==> config.mk <==
export PLATFORM = sky130hd
export DESIGN_NAME = dsr_bridge
export DESIGN_NICKNAME = d
export VERILOG_FILES = /design/src/rtl/dsr_bridge.v /design/src/rtl/dsr_decode.v /design/src/rtl/dsr_modify.v
export VERILOG_INCLUDE_DIRS = /design/src /design/src/rtl
export SDC_FILE = /design/constraint.sdc
export NUM_CORES = 1
export LEC_CHECK = 0
export ABC_CLOCK_PERIOD_IN_PS = 6900
export BUFFER_PORTS_ARGS = -buffer_cell sky130_fd_sc_hd__buf_4
export CORE_UTILIZATION = 29
export CTS_CLUSTER_DIAMETER = 200
export CTS_CLUSTER_SIZE = 14
export DETAILED_ROUTE_END_ITERATION = 7
export PLACE_DENSITY = 0.5
export SYNTH_ARGS = -nofsm -noshare
export SYNTH_HDL_FRONTEND = slang
export SYNTH_HIERARCHICAL = 1
export SYNTH_SLANG_ARGS = --single-unit
==> constraint.sdc <==
create_clock -name aclk -period 6.9 [get_ports aclk]
set_input_delay 0.345 -clock aclk [delete_from_list [all_inputs] [get_ports aclk]]
set_output_delay 0.345 -clock aclk [all_outputs]
set_load 0.01 [all_outputs]
==> src/rtl/dsr_map.vh <==
// Named constants for the decorated store read-modify-write bridge.
`ifndef DSR_MAP_VH
`define DSR_MAP_VH

// Peripheral region select in the upper address bits.
`define DSR_RGN_HI 31
`define DSR_RGN_LO 29
`define DSR_RGN 3'h2

// Decoration fields in the access address.
`define DSR_OP_HI 28
`define DSR_OP_LO 26
`define DSR_OP_XOR 3'h3
`define DSR_BFI_BIT 28
`define DSR_POS_HI 27
`define DSR_POS_LO 23
`define DSR_WM1_HI 22
`define DSR_WM1_LO 19

// Masks that strip the decoration from the address.
`define DSR_XOR_KEEP 32'he00fffff
`define DSR_BFI_KEEP 32'he007ffff

// Transfer sizes and container masks.
`define DSR_SZ_BYTE 3'h0
`define DSR_SZ_HALF 3'h1
`define DSR_MSK_BYTE 32'h000000ff
`define DSR_MSK_HALF 32'h0000ffff
`define DSR_MSK_WORD 32'hffffffff
`define DSR_ONE 32'h00000001
`define DSR_ZERO 32'h00000000

// Bus encodings.
`define DSR_TR_NSEQ 2'h2
`define DSR_HRESP_OK 1'h0
`define DSR_AXI_OKAY 2'h0
`define DSR_AXI_SLVERR 2'h2

// Register byte addresses, fields and reset values.
`define DSR_A_CTRL 8'h00
`define DSR_A_STAT 8'h04
`define DSR_A_CNT 8'h08
`define DSR_CTRL_EN 0
`define DSR_CTRL_RST 1'h1

`endif

==> src/rtl/dsr_bridge.v <==
// Decorated store bridge: AHB pass-through with atomic xor/insert.
//
// The AXI4-Lite interface to the registers and the placing of the registers were chosen for this implementation.
`timescale 1ns/10ps
`include "dsr_map.vh"

// Contract
// - Xor store reads, xors, writes back atomically.
// - Operand size byte, halfword or word from write.
// - Xor store when address bits 28:26 are 011.
// - Xor store address masked with e00fffff.
// - First phase forwards read, next reissues write.
// - Read phase computes, registers result, stalls master.
// - Second data phase drives registered result.
// - Field insert replaces w+1 bits at b.
// - Insert when bit 28 set; fields 27:23, 22:19.
// - Insert uses bit 19; address masked e007ffff.
// - Width code zero inserts a single bit.
// - Mask is ((1<<(w+1))-1)<<b, merge by mask.
// - Overflowing field bits beyond container are dropped.
// - Read phase registers mask-selected write/read bits.
// - Slave wait states pass straight to master.

module dsr_bridge (
  // Clock and reset.
  input  wire        aclk,
  input  wire        aresetn,
  // AXI4-Lite register slave.
  input  wire [7:0]  s_axi_awaddr,
  input  wire        s_axi_awvalid,
  output reg         s_axi_awready,
  input  wire [31:0] s_axi_wdata,
  input  wire [3:0]  s_axi_wstrb,
  input  wire        s_axi_wvalid,
  output reg         s_axi_wready,
  output reg  [1:0]  s_axi_bresp,
  output reg         s_axi_bvalid,
  input  wire        s_axi_bready,
  input  wire [7:0]  s_axi_araddr,
  input  wire        s_axi_arvalid,
  output reg         s_axi_arready,
  output reg  [31:0] s_axi_rdata,
  output reg  [1:0]  s_axi_rresp,
  output reg         s_axi_rvalid,
  input  wire        s_axi_rready,
  // Upstream AHB port facing the core.
  input  wire [31:0] up_haddr,
  input  wire [1:0]  up_htrans,
  input  wire        up_hwrite,
  input  wire [2:0]  up_hsize,
  input  wire [31:0] up_hwdata,
  output wire [31:0] up_hrdata,
  output reg         up_hready,
  output reg         up_hresp,
  // Downstream AHB port facing the peripherals.
  output reg  [31:0] dn_haddr,
  output reg  [1:0]  dn_htrans,
  output reg         downstream_write,
  output reg  [2:0]  dn_hsize,
  output reg  [31:0] dn_hwdata,
  input  wire [31:0] dn_hrdata,
  input  wire        downstream_ready,
  input  wire        dn_hresp
);

  // One-hot sequencer states.
  localparam [2:0] ST_PASS  = 3'h1;
  localparam [2:0] ST_READ  = 3'h2;
  localparam [2:0] ST_WRITE = 3'h4;

  // Sequencer and captured transfer.
  reg  [2:0]  state_q;
  reg  [2:0]  state_d;
  reg  [31:0] cap_addr_q;
  reg  [2:0]  cap_size_q;
  reg         cap_bfi_q;
  reg  [4:0]  cap_pos_q;
  reg  [3:0]  cap_wm1_q;
  reg  [31:0] mod_q;

  // Software-visible state.
  reg         en_q;
  reg         last_bfi_q;
  reg  [31:0] cnt_q;

  // AXI write channel bookkeeping.
  reg         aw_got_q;
  reg         w_got_q;
  reg  [7:0]  aw_addr_q;
  reg  [31:0] w_data_q;
  reg  [3:0]  w_strb_q;

  // Decoder and modify results.
  wire        dec_xor;
  wire        dec_bfi;
  wire [31:0] dec_addr;
  wire [4:0]  dec_pos;
  wire [3:0]  dec_wm1;
  wire [31:0] mod_val;
  wire        dec_hit;
  wire        upstream_write;
  wire        ap_open;
  wire        take_rmw;

  // True when the byte address hits one of the three registers.
  function is_mapped;
    input [7:0] a;
    begin
      is_mapped = (a == `DSR_A_CTRL) | (a == `DSR_A_STAT) |
                  (a == `DSR_A_CNT);
    end
  endfunction

  // Register read mux; unmapped words read as zero.
  function [31:0] reg_read;
    input [7:0] a;
    begin
      reg_read = `DSR_ZERO;
      if (a == `DSR_A_CTRL) begin
        reg_read[`DSR_CTRL_EN] = en_q;
      end else if (a == `DSR_A_STAT) begin
        reg_read[1:0] = {last_bfi_q, state_q != ST_PASS};
      end else if (a == `DSR_A_CNT) begin
        reg_read = cnt_q;
      end
    end
  endfunction

  // Address decode on the live upstream address phase.
  dsr_decode u_decode (
    .addr      (up_haddr),
    .enable    (en_q),
    .is_xor    (dec_xor),
    .is_bfi    (dec_bfi),
    .real_addr (dec_addr),
    .fld_pos   (dec_pos),
    .fld_wm1   (dec_wm1)
  );

  // Modify uses the held upstream write data; the master keeps it
  // stable because its data phase is stalled.
  dsr_modify u_modify (
    .rdata  (dn_hrdata),
    .wdata  (up_hwdata),
    .is_bfi (cap_bfi_q),
    .size   (cap_size_q),
    .lane   (cap_addr_q[1:0]),
    .pos    (cap_pos_q),
    .wm1    (cap_wm1_q),
    .result (mod_val)
  );

  // An address phase is sampled whenever the master sees ready.
  assign upstream_write = up_htrans[1] & up_hwrite;
  assign dec_hit        = dec_xor | dec_bfi;
  assign ap_open        = (state_q != ST_READ) & downstream_ready;
  assign take_rmw       = ap_open & upstream_write & dec_hit;

  // Read data always comes straight from the slave.
  assign up_hrdata = dn_hrdata;

  // Bus routing is combinational so plain traffic sees no added
  // latency; only the read phase of a decorated store is held.
  // The cost is a longer path from the slave to the master pins.
  always @* begin
    if (state_q == ST_READ) begin
      dn_haddr         = cap_addr_q;
      dn_htrans        = `DSR_TR_NSEQ;
      downstream_write = 1'b1;
      dn_hsize         = cap_size_q;
      up_hready        = 1'b0;
      up_hresp         = `DSR_HRESP_OK;
    end else begin
      dn_haddr         = dec_addr;
      dn_htrans        = up_htrans;
      downstream_write = up_hwrite & ~dec_hit;
      dn_hsize         = up_hsize;
      up_hready        = downstream_ready;
      up_hresp         = dn_hresp;
    end
  end

  // Write data: registered result in the second data phase.
  always @* begin
    if (state_q == ST_WRITE) begin
      dn_hwdata = mod_q;
    end else begin
      dn_hwdata = up_hwdata;
    end
  end

  // Sequencer: every step waits on slave ready, so slave wait
  // states stretch the sequence cycle for cycle.
  always @* begin
    state_d = state_q;
    case (state_q)
      ST_PASS: begin
        if (take_rmw) begin
          state_d = ST_READ;
        end
      end
      ST_READ: begin
        if (downstream_ready) begin
          state_d = ST_WRITE;
        end
      end
      ST_WRITE: begin
        // A decorated store right behind this one reads now.
        if (take_rmw) begin
          state_d = ST_READ;
        end else if (downstream_ready) begin
          state_d = ST_PASS;
        end
      end
      default: begin
        state_d = ST_PASS;
      end
    endcase
  end

  // Sequencer state and captured address phase.
  always @(posedge aclk) begin
    if (!aresetn) begin
      state_q    <= ST_PASS;
      cap_addr_q <= `DSR_ZERO;
      cap_size_q <= `DSR_SZ_BYTE;
      cap_bfi_q  <= 1'b0;
      cap_pos_q  <= 5'h00;
      cap_wm1_q  <= 4'h0;
    end else begin
      state_q <= state_d;
      if (take_rmw) begin
        cap_addr_q <= dec_addr;
        cap_size_q <= up_hsize;
        cap_bfi_q  <= dec_bfi;
        cap_pos_q  <= dec_pos;
        cap_wm1_q  <= dec_wm1;
      end
    end
  end

  // Result register is loaded when the read data phase ends.
  // Loading only on ready skips the stale bus during slave waits.
  always @(posedge aclk) begin
    if (!aresetn) begin
      mod_q <= `DSR_ZERO;
    end else if (state_q == ST_READ && downstream_ready) begin
      mod_q <= mod_val;
    end
  end

  // Completed operations counter and last operation kind.
  // The count wraps silently; software takes differences.
  always @(posedge aclk) begin
    if (!aresetn) begin
      cnt_q      <= `DSR_ZERO;
      last_bfi_q <= 1'b0;
    end else if (state_q == ST_WRITE && downstream_ready) begin
      cnt_q      <= cnt_q + `DSR_ONE;
      last_bfi_q <= cap_bfi_q;
    end
  end

  // AXI write address and data, taken in either order. Ready
  // stays low once a beat is held so no second write can start.
  always @(posedge aclk) begin
    if (!aresetn) begin
      s_axi_awready <= 1'b0;
      s_axi_wready  <= 1'b0;
      aw_got_q      <= 1'b0;
      w_got_q       <= 1'b0;
      aw_addr_q     <= 8'h00;
      w_data_q      <= `DSR_ZERO;
      w_strb_q      <= 4'h0;
    end else begin
      if (s_axi_awvalid && s_axi_awready) begin
        s_axi_awready <= 1'b0;
        aw_got_q      <= 1'b1;
        aw_addr_q     <= s_axi_awaddr;
      end else if (s_axi_bvalid && s_axi_bready) begin
        aw_got_q <= 1'b0;
      end else if (!aw_got_q && !s_axi_bvalid) begin
        s_axi_awready <= 1'b1;
      end
      if (s_axi_wvalid && s_axi_wready) begin
        s_axi_wready <= 1'b0;
        w_got_q      <= 1'b1;
        w_data_q     <= s_axi_wdata;
        w_strb_q     <= s_axi_wstrb;
      end else if (s_axi_bvalid && s_axi_bready) begin
        w_got_q <= 1'b0;
      end else if (!w_got_q && !s_axi_bvalid) begin
        s_axi_wready <= 1'b1;
      end
    end
  end

  // Write commit and response; read-only words ignore writes.
  always @(posedge aclk) begin
    if (!aresetn) begin
      s_axi_bvalid <= 1'b0;
      s_axi_bresp  <= `DSR_AXI_OKAY;
      en_q         <= `DSR_CTRL_RST;
    end else begin
      if (aw_got_q && w_got_q && !s_axi_bvalid) begin
        s_axi_bvalid <= 1'b1;
        s_axi_bresp  <= is_mapped(aw_addr_q) ? `DSR_AXI_OKAY :
                        `DSR_AXI_SLVERR;
        if (aw_addr_q == `DSR_A_CTRL && w_strb_q[0]) begin
          en_q <= w_data_q[`DSR_CTRL_EN];
        end
      end else if (s_axi_bvalid && s_axi_bready) begin
        s_axi_bvalid <= 1'b0;
      end
    end
  end

  // Read channel: one read at a time, answered the next cycle.
  // An unmapped word answers zero data with an error response.
  always @(posedge aclk) begin
    if (!aresetn) begin
      s_axi_arready <= 1'b0;
      s_axi_rvalid  <= 1'b0;
      s_axi_rdata   <= `DSR_ZERO;
      s_axi_rresp   <= `DSR_AXI_OKAY;
    end else begin
      if (s_axi_rvalid && s_axi_rready) begin
        s_axi_rvalid <= 1'b0;
      end
      if (s_axi_arvalid && s_axi_arready) begin
        s_axi_arready <= 1'b0;
        s_axi_rvalid  <= 1'b1;
        s_axi_rdata   <= reg_read(s_axi_araddr);
        s_axi_rresp   <= is_mapped(s_axi_araddr) ? `DSR_AXI_OKAY :
                         `DSR_AXI_SLVERR;
      end else if (!s_axi_rvalid) begin
        s_axi_arready <= 1'b1;
      end
    end
  end

endmodule // dsr_bridge

==> src/rtl/dsr_decode.v <==
// Decoration decoder and address undecorator for the bridge.
`timescale 1ns/10ps
`include "dsr_map.vh"

module dsr_decode (
  // Incoming address and global enable.
  input  wire [31:0] addr,
  input  wire        enable,
  // Decoded operation and fields.
  output wire        is_xor,
  output wire        is_bfi,
  output wire [31:0] real_addr,
  output wire [4:0]  fld_pos,
  output wire [3:0]  fld_wm1
);

  wire in_rgn;

  // Only the peripheral region carries decorations.
  assign in_rgn = enable &
                  (addr[`DSR_RGN_HI:`DSR_RGN_LO] == `DSR_RGN);

  // Operation codes; bits 25 to 20 are ignored for the xor store.
  assign is_bfi = in_rgn & addr[`DSR_BFI_BIT];
  assign is_xor = in_rgn &
                  (addr[`DSR_OP_HI:`DSR_OP_LO] == `DSR_OP_XOR);

  // Field insert also claims bit 19, so its mask is narrower.
  assign real_addr = is_bfi ? (addr & `DSR_BFI_KEEP) :
                     is_xor ? (addr & `DSR_XOR_KEEP) :
                     addr;

  // Field position and width minus one.
  assign fld_pos = addr[`DSR_POS_HI:`DSR_POS_LO];
  assign fld_wm1 = addr[`DSR_WM1_HI:`DSR_WM1_LO];

endmodule // dsr_decode

==> src/rtl/dsr_modify.v <==
// Modify stage: xor or field insert on the value just read.
`timescale 1ns/10ps
`include "dsr_map.vh"

module dsr_modify (
  // Operands.
  input  wire [31:0] rdata,
  input  wire [31:0] wdata,
  // Operation attributes.
  input  wire        is_bfi,
  input  wire [2:0]  size,
  input  wire [1:0]  lane,
  input  wire [4:0]  pos,
  input  wire [3:0]  wm1,
  // Value to write back.
  output reg  [31:0] result
);

  reg [4:0]  sh;
  reg [31:0] cmask;
  reg [31:0] fmask;
  reg [31:0] rd_c;
  reg [31:0] ins;

  // For an insert the container is right-justified from its byte lane, modified,
  // then replicated so every lane carries the result.
  always @* begin
    sh = 5'h00;
    cmask = `DSR_MSK_WORD;
    if (size == `DSR_SZ_BYTE) begin
      sh = {lane, 3'h0};
      cmask = `DSR_MSK_BYTE;
    end else if (size == `DSR_SZ_HALF) begin
      sh = {lane[1], 4'h0};
      cmask = `DSR_MSK_HALF;
    end
    rd_c = rdata >> sh;
    // Clipping to the container drops overflowing field bits.
    fmask = (((`DSR_ONE << ({1'b0, wm1} + 5'h01)) - `DSR_ONE)
             << pos) & cmask;
    ins = (rd_c & ~fmask) | (wdata & fmask);
    if (size == `DSR_SZ_BYTE)
      ins = {4{ins[7:0]}};
    else if (size == `DSR_SZ_HALF)
      ins = {2{ins[15:0]}};
    // Lane replication by the master keeps xor lane-correct.
    result = is_bfi ? ins : (rdata ^ wdata);
  end

endmodule // dsr_modify
==> results of run 1 <==
## path summary, 6_finish.rpt
| kind | to | slack [ps] | depth (start not counted) |
|---|---|---|---|
| hold reg to reg | aw_addr_q[0] | 450 | 2 |
| setup reg to reg | mod_q[28] | 2370 | 13 |
| hold / removal | en_q | 130 | 2 |
| setup / recovery | mod_q[28] | 2370 | 13 |
## power groups by stage
stage               clock [mW]  combinational [mW]  sequential [mW]
floorplan                    0               0.170            0.988
global placement             0               0.312            0.991
detailed placement           0               0.314            0.991
CTS                       1.01               0.315            0.968
global route              1.04               0.340            0.970
finish                   0.982               0.313            0.968
## area by class of cell
class / count / area share
Multi-Input combinational cell: 1251 / 0.5094
Clock buffer: 18 / 0.03097
Sequential cell: 165 / 0.2384
Inverter: 18 / 0.005056
Clock inverter: 14 / 0.01174
Timing Repair Buffer: 291 / 0.1576
Tap cell: 518 / 0.04676
## sequential cells by signal, indices dropped and copies added, names as in the netlist, 4 cells and up
name / count
aw_addr_q: 8
cap_addr_q: 32
cap_pos_q: 5
cap_wm1_q: 4
cnt_q: 32
mod_q: 32
s_axi_rdata: 32
## placed cells by master, fill, tap and decap left out, drive strengths merged, types with 15 or more instances in the layout
master and count:
nor2 75, or4 19, mux2i 30, buf 291, xnor2 19, nand2 465, nand4 18, o31ai 21
nand3 63, a22o 32, dfxtp 165, clkbuf 18, nor3 18, inv 25, xor2 23, a21oi 164
a31oi 15, o21ai 28
## Yosys cell counts, drive strengths merged, types with 7 or more instances
cell type / n
nand2: 465
dfxtp: 165
a21oi: 164
buf: 98
clkbuf: 84
nor2: 75
nand3: 63
a22o: 32
mux2i: 30
o21ai: 28
xor2: 23
o31ai: 21
or4: 19
xnor2: 19
inv: 18
nand4: 18
nor3: 18
a31oi: 15
a211oi: 14
and2: 14
and3: 14
a21boi: 12
mux2: 11
a221oi: 9
nand2b: 9
nor2b: 9
nor3b: 9
o211ai: 9
or3: 9
nor4: 8
o22ai: 8
a22oi: 7
o21a: 7
## routing by layer
layer	vias to the layer above	wire length (um)	part of all wire	global-route usage
met3	54	2234	0.055	0.03677
met4	0	1139	0.028	0.07610
li1	5866	-	-	-
met2	389	19360	0.48	0.3344
met1	5633	17740	0.44	0.2478
met5	-	0	0	0
## through the flow
step                      area (um^2)  setup slack, ps  total power [mW]    util  hold slack [ps]
after floorplan                 11400             3302             1.158       -            406.9
after global placement          13270             2519             1.303  0.3425            442.3
after detailed placement        13270             2465             1.305  0.3425            446.7
after CTS                       13860             2450             2.293  0.3578            108.2
after global routing            13860             2081             2.354  0.3578            128.0
final                           13860             2370             2.264  0.3578            127.9
## cells by family (layout without fill, tap and decap cells)
family          count (synthesis)  in the layout  share of synthesized area
simple gates                  763            763                     0.3055
mux                            43             43                    0.04184
compound gates                396            396                     0.2325
flops                         165            165                     0.2899
other cells                     2              4                  0.0006592
fa+ha+maj                       3              3                   0.003295
buf+inv                       200            341                    0.09400
xor+xnor                       42             42                    0.03229
==> metrics.md, run 1 <==
| Metric | Value |
|---|---|
| Critical hold path startpoint | `aresetn` |
| Synthesis Warnings | `6` |
| F_max | `220.8 MHz` |
| Gpl congestion | `0.9189` |
| Switching fraction of total power | `0.2830` |
| Max clock buf depth | `2` |
| Post-synth top flop | `dfxtp_1` |
| Cells after Synth | `about 1.6k` |
| Die H | `200.2 um` |
| CTS tree | `built` |
| CP required | `7210 ps` |
| Critical-path cell list | `nor4_4 > inv_1 > ha_1 > nor2b_1 > a21oi_1 > a22oi_1 > nor2_1 > nor4_1 > mux2i_1 > nor2_1 > a211o_1 > nand2_1 > a21oi_1` |
| Status | `complete, no violations` |
| Launch point of the worst reg-to-reg path | `cap_wm1_q[3]` |
| Worst vdd ir | `0.1685 mV` |
| Non-Filler Instances | `around 2.3k` |
| H-tree levels | `4` |
| Clock skew | `14.00 ps` |
| DR vias/cell | `between 5 and 6` |
| Worst setup SP type | `flip-flop` |
| Measured slew at the worst slew-check pin | `about 1100 ps` |
| Synth area leaders | `dfxtp_1 (29%), nand2_1 (15%), a21oi_1 (7.2%), buf_4 (4.7%), nand3_1 (2.8%)` |
| Skew-Pair Late Insertion Delay | `460 ps` |
| Max FO, Critical Path | `26` |
| Number of fill cells | `4183` |
| Combinational share of power | `0.138` |
| Core Footprint | `38740 um^2` |
| Reg clk slew, reported paths | `70 ps` |
| P per Cell Area | `163.4 nW/um^2` |
| Number of global-route vias before repair | `11.27k` |
| Global route overflow | `0` |
| Wire length per cell | `17.79 um` |
| Inst Count DP | `2243` |
| Vias | `11.94k` |
| Hpwl dp | `28.94 mm` |
| Initial antenna violation count | `0` |
| I/O pin total | `308` |
| Relative max-transition margin | `0.2399` |
| Clk pwr share | `0.434` |
| Fin Setup TNS | `0 ps` |
| Register area share after synthesis | `0.2899` |
| Max-Cap Viols | `0` |
| Hold WC Path Type | `input pin to flip-flop` |
| Slew Limit Fails | `0` |
| Crit path from | `cap_wm1_q[3]` |
| Antenna Cells | `0` |
| Setup bufs post-CTS | `0` |
| Slowest stage delay, CP | `930 ps` |
| Asr flop ratio synth | `0` |
| Synth cell types | `96` |
| Hold Violations, Final | `0` |
| First-pass GRT wire length | `between 60 and 70 mm` |
| Layout cells sized above 1 | `0.2117` |
| Hold-fix buffers, CTS | `0` |
| Largest net degree at the start of global routing | `70` |
| Sw power | `0.6406 mW` |
| Number of detailed-route iterations in the first pass | `5` |
| Die area | `40080 um^2` |
| Setup CP Type | `flip-flop to flip-flop` |
| CP arrival | `4840 ps` |
| Sequential share of power | `0.428` |
| Pint | `~1.6 mW` |
| CP Capture Type | `flip-flop` |
| Post-Route WL | `40.48 mm` |
| Area growth syn-to-layout | `21.64%` |
| Final setup fails | `0` |
| CTS resizes | `0` |
| Initial cell density of the core | `0.2941` |
| DRC | `0` |
| P_leak | `about 5.6 nW` |
| Root Buffer | `clkbuf_16` |
| Die width | `around 200 um` |
| Cell taking the most area after synthesis | `dfxtp_1` |
| Clk sinks | `165` |
| Min Tclk post-route | `approximately 4500 ps` |
| CTS buffer count | `17` |
| Worst Path Buf+Inv | `1` |
| Fin nets | `1910` |
| Mapped Area | `11390 um^2` |
| CP max stage cell | `dfxtp_1` |
| Initial drt markers | `813` |
| Cell row count | `72` |
| Average cell area after synthesis | `approximately 7.1 um^2` |
| Period Utilization, post-route | `0.6565` |
| Port bufs | `271` |
| Post-route ant nets | `0` |
| Storage cell area | `3304 um^2` |
| Multi-input combinational cell area | `7061 um^2` |
| Cell family with most CP delay | `simple AND/OR/NAND/NOR gates` |
| Gr usage total | `0.1979` |
| Post-synth EDFFs | `0` |
| RSZ-0062 raised after global routing | `false` |
| Proportion of netlist area held by the largest area contributor | `0.2899` |
| Synthesized flop and latch total | `165` |
Power figures use the tool's default switching activity.
==> run 2, diff against run 1 <==
Settings changed: ABC_CLOCK_PERIOD_IN_PS 6900 to 4400.
Clock period 6.9 ns to 4.4 ns, I/O delays scaled along.
==> metrics.md, run 2 (synthesis gave the netlist of run 1 again) <==
| Metric | Value |
|---|---|
| Hold Violations, Final | `0` |
| Initial antenna violation count | `0` |
| Inst Count DP | `2257` |
| Max FO, Critical Path | `14` |
| Non-Filler Instances | `between 2k and 2.5k` |
| Vias | `between 10k and 15k` |
| Fin nets | `~1.9k` |
| Final core occ | `0.3625` |
| Initial cell density of the core | `0.2941` |
| CP max stage cell | `or4b_1` |
| DRC | `0` |
| CP arrival | `4250 ps` |
| Number of detailed-route iterations in the first pass | `7` |
| Max-Cap Viols | `0` |
| Pint | `2.617 mW` |
| Sequential share of power | `0.422` |
| CTS tree | `built` |
| Hpwl dp | `29.74 mm` |
| Clk pwr share | `0.439` |
| Sw power | `between 0.9 and 1 mW` |
| Post-route ant nets | `0` |
| Hold WC Path Type | `input pin to flip-flop` |
| DR vias/cell | `5.254` |
| Layout cells sized above 1 | `0.2165` |
| Number of global-route vias before repair | `11.47k` |
| Commonest cells after routing, fill and taps aside | `nand2_1 (465), buf_4 (305), dfxtp_1 (164)` |
| Die H | `200.2 um` |
| P per Cell Area | `256.5 nW/um^2` |
| Gpl congestion | `0.9442` |
| Measured slew at the worst slew-check pin | `1142 ps` |
| Most common cell after layout, fill and taps aside | `nand2_1` |
| Status | `complete, no violations` |
| Fin Setup TNS | `0 ps` |
| Antenna Cells | `0` |
| Critical-path cell list | `nor4_4 > inv_1 > ha_1 > or4b_1 > a31o_2 > a22oi_1 > nor2_1 > nor4_1 > buf_4 > mux2i_1 > nor2_1 > a211o_1 > nand2_1 > a21oi_1` |
| Clock skew | `about 13 ps` |
| Final worst slack | `474.3 ps` |
| P_leak | `5.741 nW` |
| Largest net degree at the start of global routing | `89` |
| Gr usage total | `0.2017` |
| Core Footprint | `between 30000 and 40000 um^2` |
| Period Utilization, post-route | `0.8922` |
| Root Buffer | `clkbuf_16` |
| Relative max-transition margin | `0.2389` |
| Max clock buf depth | `2` |
| F_max | `254.7 MHz` |
| Area growth syn-to-layout | `23.26%` |
| RSZ-0062 raised after global routing | `false` |
| Setup CP Type | `flip-flop to flip-flop` |
| H-tree levels | `4` |
| CP required | `4720 ps` |
| Initial drt markers | `around 670` |
| I/O pin total | `308` |
| First-pass GRT wire length | `64.39 mm` |
| CTS resizes | `0` |
| Total power | `3.602 mW` |
| Cell row count | `72` |
| Die area | `40080 um^2` |
| CTS buffer count | `17` |
| Global route overflow | `0` |
| Port bufs | `271` |
| Most common cell on crit path | `nor2_1` |
| CP Capture Type | `flip-flop` |
| Reg clk slew, reported paths | `70 ps` |
| Worst vdd ir | `0.2783 mV` |
| Wire length per cell | `17.91 um` |
| Combinational share of power | `0.139` |
| Setup bufs post-CTS | `0` |
| Pre-CTS WS | `between 500 and 600 ps` |
| Post-Route WL | `~41 mm` |
| Slew Limit Fails | `0` |
| Min Tclk post-route | `3926 ps` |
| Worst setup SP type | `flip-flop` |
| Clk sinks | `165` |
| Skew-Pair Late Insertion Delay | `460 ps` |
| Switching fraction of total power | `0.2735` |
| Die width | `200.2 um` |
| Final setup fails | `0` |
| Slowest stage delay, CP | `540 ps` |
-- run 2: area by class of cell --
class,instances,area [um^2]
Fill cell,4199,24690
Sequential cell,165,3304
Multi-Input combinational cell,1251,7061
Inverter,18,70.07
Clock buffer,20,446.7
Tap cell,518,648.1
Clock inverter,12,153.9
Timing Repair Buffer,312,2360
-- run 2: worst paths after layout --
| path | start | endpoint | slack, ps | cells after the start |
|---|---|---|---|---|
| worst max register to register | cap_wm1_q[1] | mod_q[28] | 470 | 14 |
| worst min-delay path | up_haddr[16] | cap_addr_q[16] | 20 | 3 |
| worst max-delay path | cap_wm1_q[1] | mod_q[28] | 470 | 14 |
| worst min register to register | mod_q[14] | mod_q[14] | 450 | 2 |
-- run 2: repair_timing --
item                       CTS  global route
setup endpoints to repair    0             0
hold endpoints to repair     8             0
hold buffers                 7             0
-- run 2: power groups by stage --
| stage | Combinational, mW | Clock [mW] | Sequential, mW |
|---|---|---|---|
| detailed placement | 0.496 | 0 | 1.55 |
| finish | 0.500 | 1.58 | 1.52 |
| global placement | 0.494 | 0 | 1.55 |
| global route | 0.545 | 1.69 | 1.52 |
| CTS | 0.503 | 1.63 | 1.52 |
| floorplan | 0.266 | 0 | 1.55 |
-- run 2: critical path: cells and delay by family, from the launching register on --
family	cells	cell delay, ps
DFF	1	340
adders and majority gates	1	360
AOI/OAI and AO/OA	4	920
and+or+nand+nor	6	1510
buffers and inverters	2	340
muxes	1	310
-- run 2: per-layer routing --
layer | up-vias | global-route usage | wire length [um]
met5 | - | 0 | 0
met4 | 0 | 0.08379 | 1414
met3 | 56 | 0.04198 | 2366
met2 | 387 | 0.3331 | 19080
met1 | 5708 | 0.2540 | 18250
li1 | 5913 | - | -
-- run 2: per-stage QoR --
| stage | hold WS (ps) | area, um^2 |
|---|---|---|
| floorplan | 281.9 | 11400 |
| global placement | 442.5 | 13370 |
| finish | 19.65 | 14040 |
| detailed placement | 447.7 | 13370 |
| CTS | 0.04888 | 14040 |
| global route | 18.76 | 14040 |
==> run 3, diff against run 2 <==
Settings changed: GPL_TIMING_DRIVEN set to 0.
==> metrics.md, run 3 (synthesis gave the netlist of run 1 again) <==
| Metric | Value |
|---|---|
| Worst setup SP type | `flip-flop` |
| Hpwl dp | `36.08 mm` |
| First-pass GRT wire length | `between 70 and 80 mm` |
| RSZ-0062 raised after global routing | `false` |
| Post-route ant nets | `0` |
| Core Footprint | `38740 um^2` |
| Root Buffer | `clkbuf_16` |
| P_leak | `6.003 nW` |
| DR vias/cell | `5.295` |
| CTS buffer count | `17` |
| Clk sinks | `165` |
| Period Utilization, post-route | `0.9841` |
| Worst vdd ir | `0.2721 mV` |
| CP required | `between 4000 and 5000 ps` |
| Post-Route WL | `46.60 mm` |
| Total power | `between 3 and 4 mW` |
| Port bufs | `~250` |
| Max FO, Critical Path | `10` |
| Setup CP Type | `flip-flop to flip-flop` |
| Max clock buf depth | `2` |
| Die area | `40080 um^2` |
| Global route overflow | `0` |
| H-tree levels | `4` |
| Clock skew | `13.66 ps` |
| Gpl congestion | `roughly 0.97` |
| Number of detailed-route iterations in the first pass | `5` |
| Fin nets | `around 2k` |
| Storage cell area | `3303 um^2` |
| Initial cell density of the core | `0.2941` |
| CTS tree | `built` |
| Largest net degree at the start of global routing | `17` |
| Pre-CTS WS | `-42.02 ps` |
| Relative max-transition margin | `0.08384` |
| Most common cell after layout, fill and taps aside | `nand2_1` |
| DRC | `0` |
| Multi-input combinational cell area | `7098 um^2` |
| Final core occ | `0.3771` |
| Reg clk slew, reported paths | `~70 ps` |
| Final worst slack | `69.80 ps` |
| Final setup fails | `0` |
| Hold Violations, Final | `0` |
| CP Capture Type | `flip-flop` |
| Max-Cap Viols | `0` |
| Gr usage total | `0.2275` |
| Layout cells sized above 1 | `0.2247` |
| Number of fill cells | `4245` |
| Vias | `12.81k` |
| Measured slew at the worst slew-check pin | `1364 ps` |
| Wire length per cell | `19.27 um` |
| Number of global-route vias before repair | `between 10k and 15k` |
| Skew-Pair Late Insertion Delay | `440 ps` |
| I/O pin total | `308` |
| Commonest cells after routing, fill and taps aside | `nand2_1 (465), buf_4 (322), dfxtp_1 (165)` |
| Initial drt markers | `approximately 1.2k` |
| Status | `complete, no violations` |
| Inst Count DP | `2385` |
| Slew Limit Fails | `0` |
| Hold WC Path Type | `input pin to flip-flop` |
| Non-Filler Instances | `2419` |
| Min Tclk post-route | `4330 ps` |
| Area growth syn-to-layout | `28.21%` |
| Cell row count | `72` |
| F_max | `230.9 MHz` |
| Fin Hold WS | `around 36 ps` |
| P per Cell Area | `246.6 nW/um^2` |
| CP arrival | `roughly 4600 ps` |
| Initial antenna violation count | `0` |
| Die H | `200.2 um` |
| Die width | `200.2 um` |
[run 3: cell types whose count changed in the layout (fill, tap and decap cells not counted), moves of 3 or more]
cell,delta
buf_6,+5
o311ai_2,+3
buf_4,+17
buf_1,+9
clkbuf_1,+81
dlygate4sd3_1,-6
buf_2,+13
[run 3: final cells by class]
cell class,instances,area share
antenna,1,0.0001713
clock inverter,13,0.009336
buffer,182,0.06878
timing repair buffer,252,0.1297
inverter,18,0.004625
sequential,165,0.2261
tap,518,0.04437
multi-input combinational,1251,0.4859
clock buffer,19,0.03101
[run 3: metal layers]
metal | share of wire | global-route usage | wire length, um | vias up
met4 | 0.025 | 0.07088 | 1146 | 0
met5 | 0 | 0 | 0 | -
met1 | 0.44 | 0.2968 | 20360 | 6067
li1 | - | - | - | 6153
met3 | 0.067 | 0.04100 | 3141 | 62
met2 | 0.47 | 0.3785 | 21960 | 527
[run 3: timing repair]
item / 4_1_cts / 5_1_grt
hold buffers: 1 / 0
setup endpoints to repair: 1 / 16
hold endpoints to repair: 1 / 0
pin swaps: 0 / 0
setup buffers: 0 / 0
gates resized for setup: 2 / 12
[run 3: critical path: stages, from the launching register on]
cell	delay, ps
dfxtp_1	500
buf_2	280
buf_2	270
nor4_4	80
inv_1	140
ha_1	160
buf_2	190
buf_2	250
a31oi_1	160
a21oi_1	510
o21ai_0	230
a31oi_1	440
mux2i_1	320
a21oi_1	130
a211o_1	300
nand2_1	130
a21oi_1	80
[run 3: power breakdown]
part	switching (mW)	internal, mW	leakage, nW
Sequential	0.0109	1.51	1.33
Clock	0.706	0.830	0.292
Combinational	0.288	0.262	4.38
Total	1.00	2.60	6.00
[run 3: metrics by stage]
| stage | cell area, um^2 | setup TNS (ps) |
|---|---|---|
| finish | 14610 | 0 |
| global route | 14610 | 0 |
| CTS | 14540 | 0 |
| detailed placement | 13940 | -42.02 |
| global placement | 13930 | -103.8 |
| floorplan | 11400 | 0 |
[run 3: worst paths after layout]
kind                      from  slack (ps)            end  cells past startpoint
hold reg to reg   cap_pos_q[1]         450   cap_pos_q[1]                      2
hold / removal     up_haddr[2]          40  cap_addr_q[2]                      3
setup reg to reg  cap_wm1_q[3]          70      mod_q[24]                     16
setup / recovery  cap_wm1_q[3]          70      mod_q[24]                     16
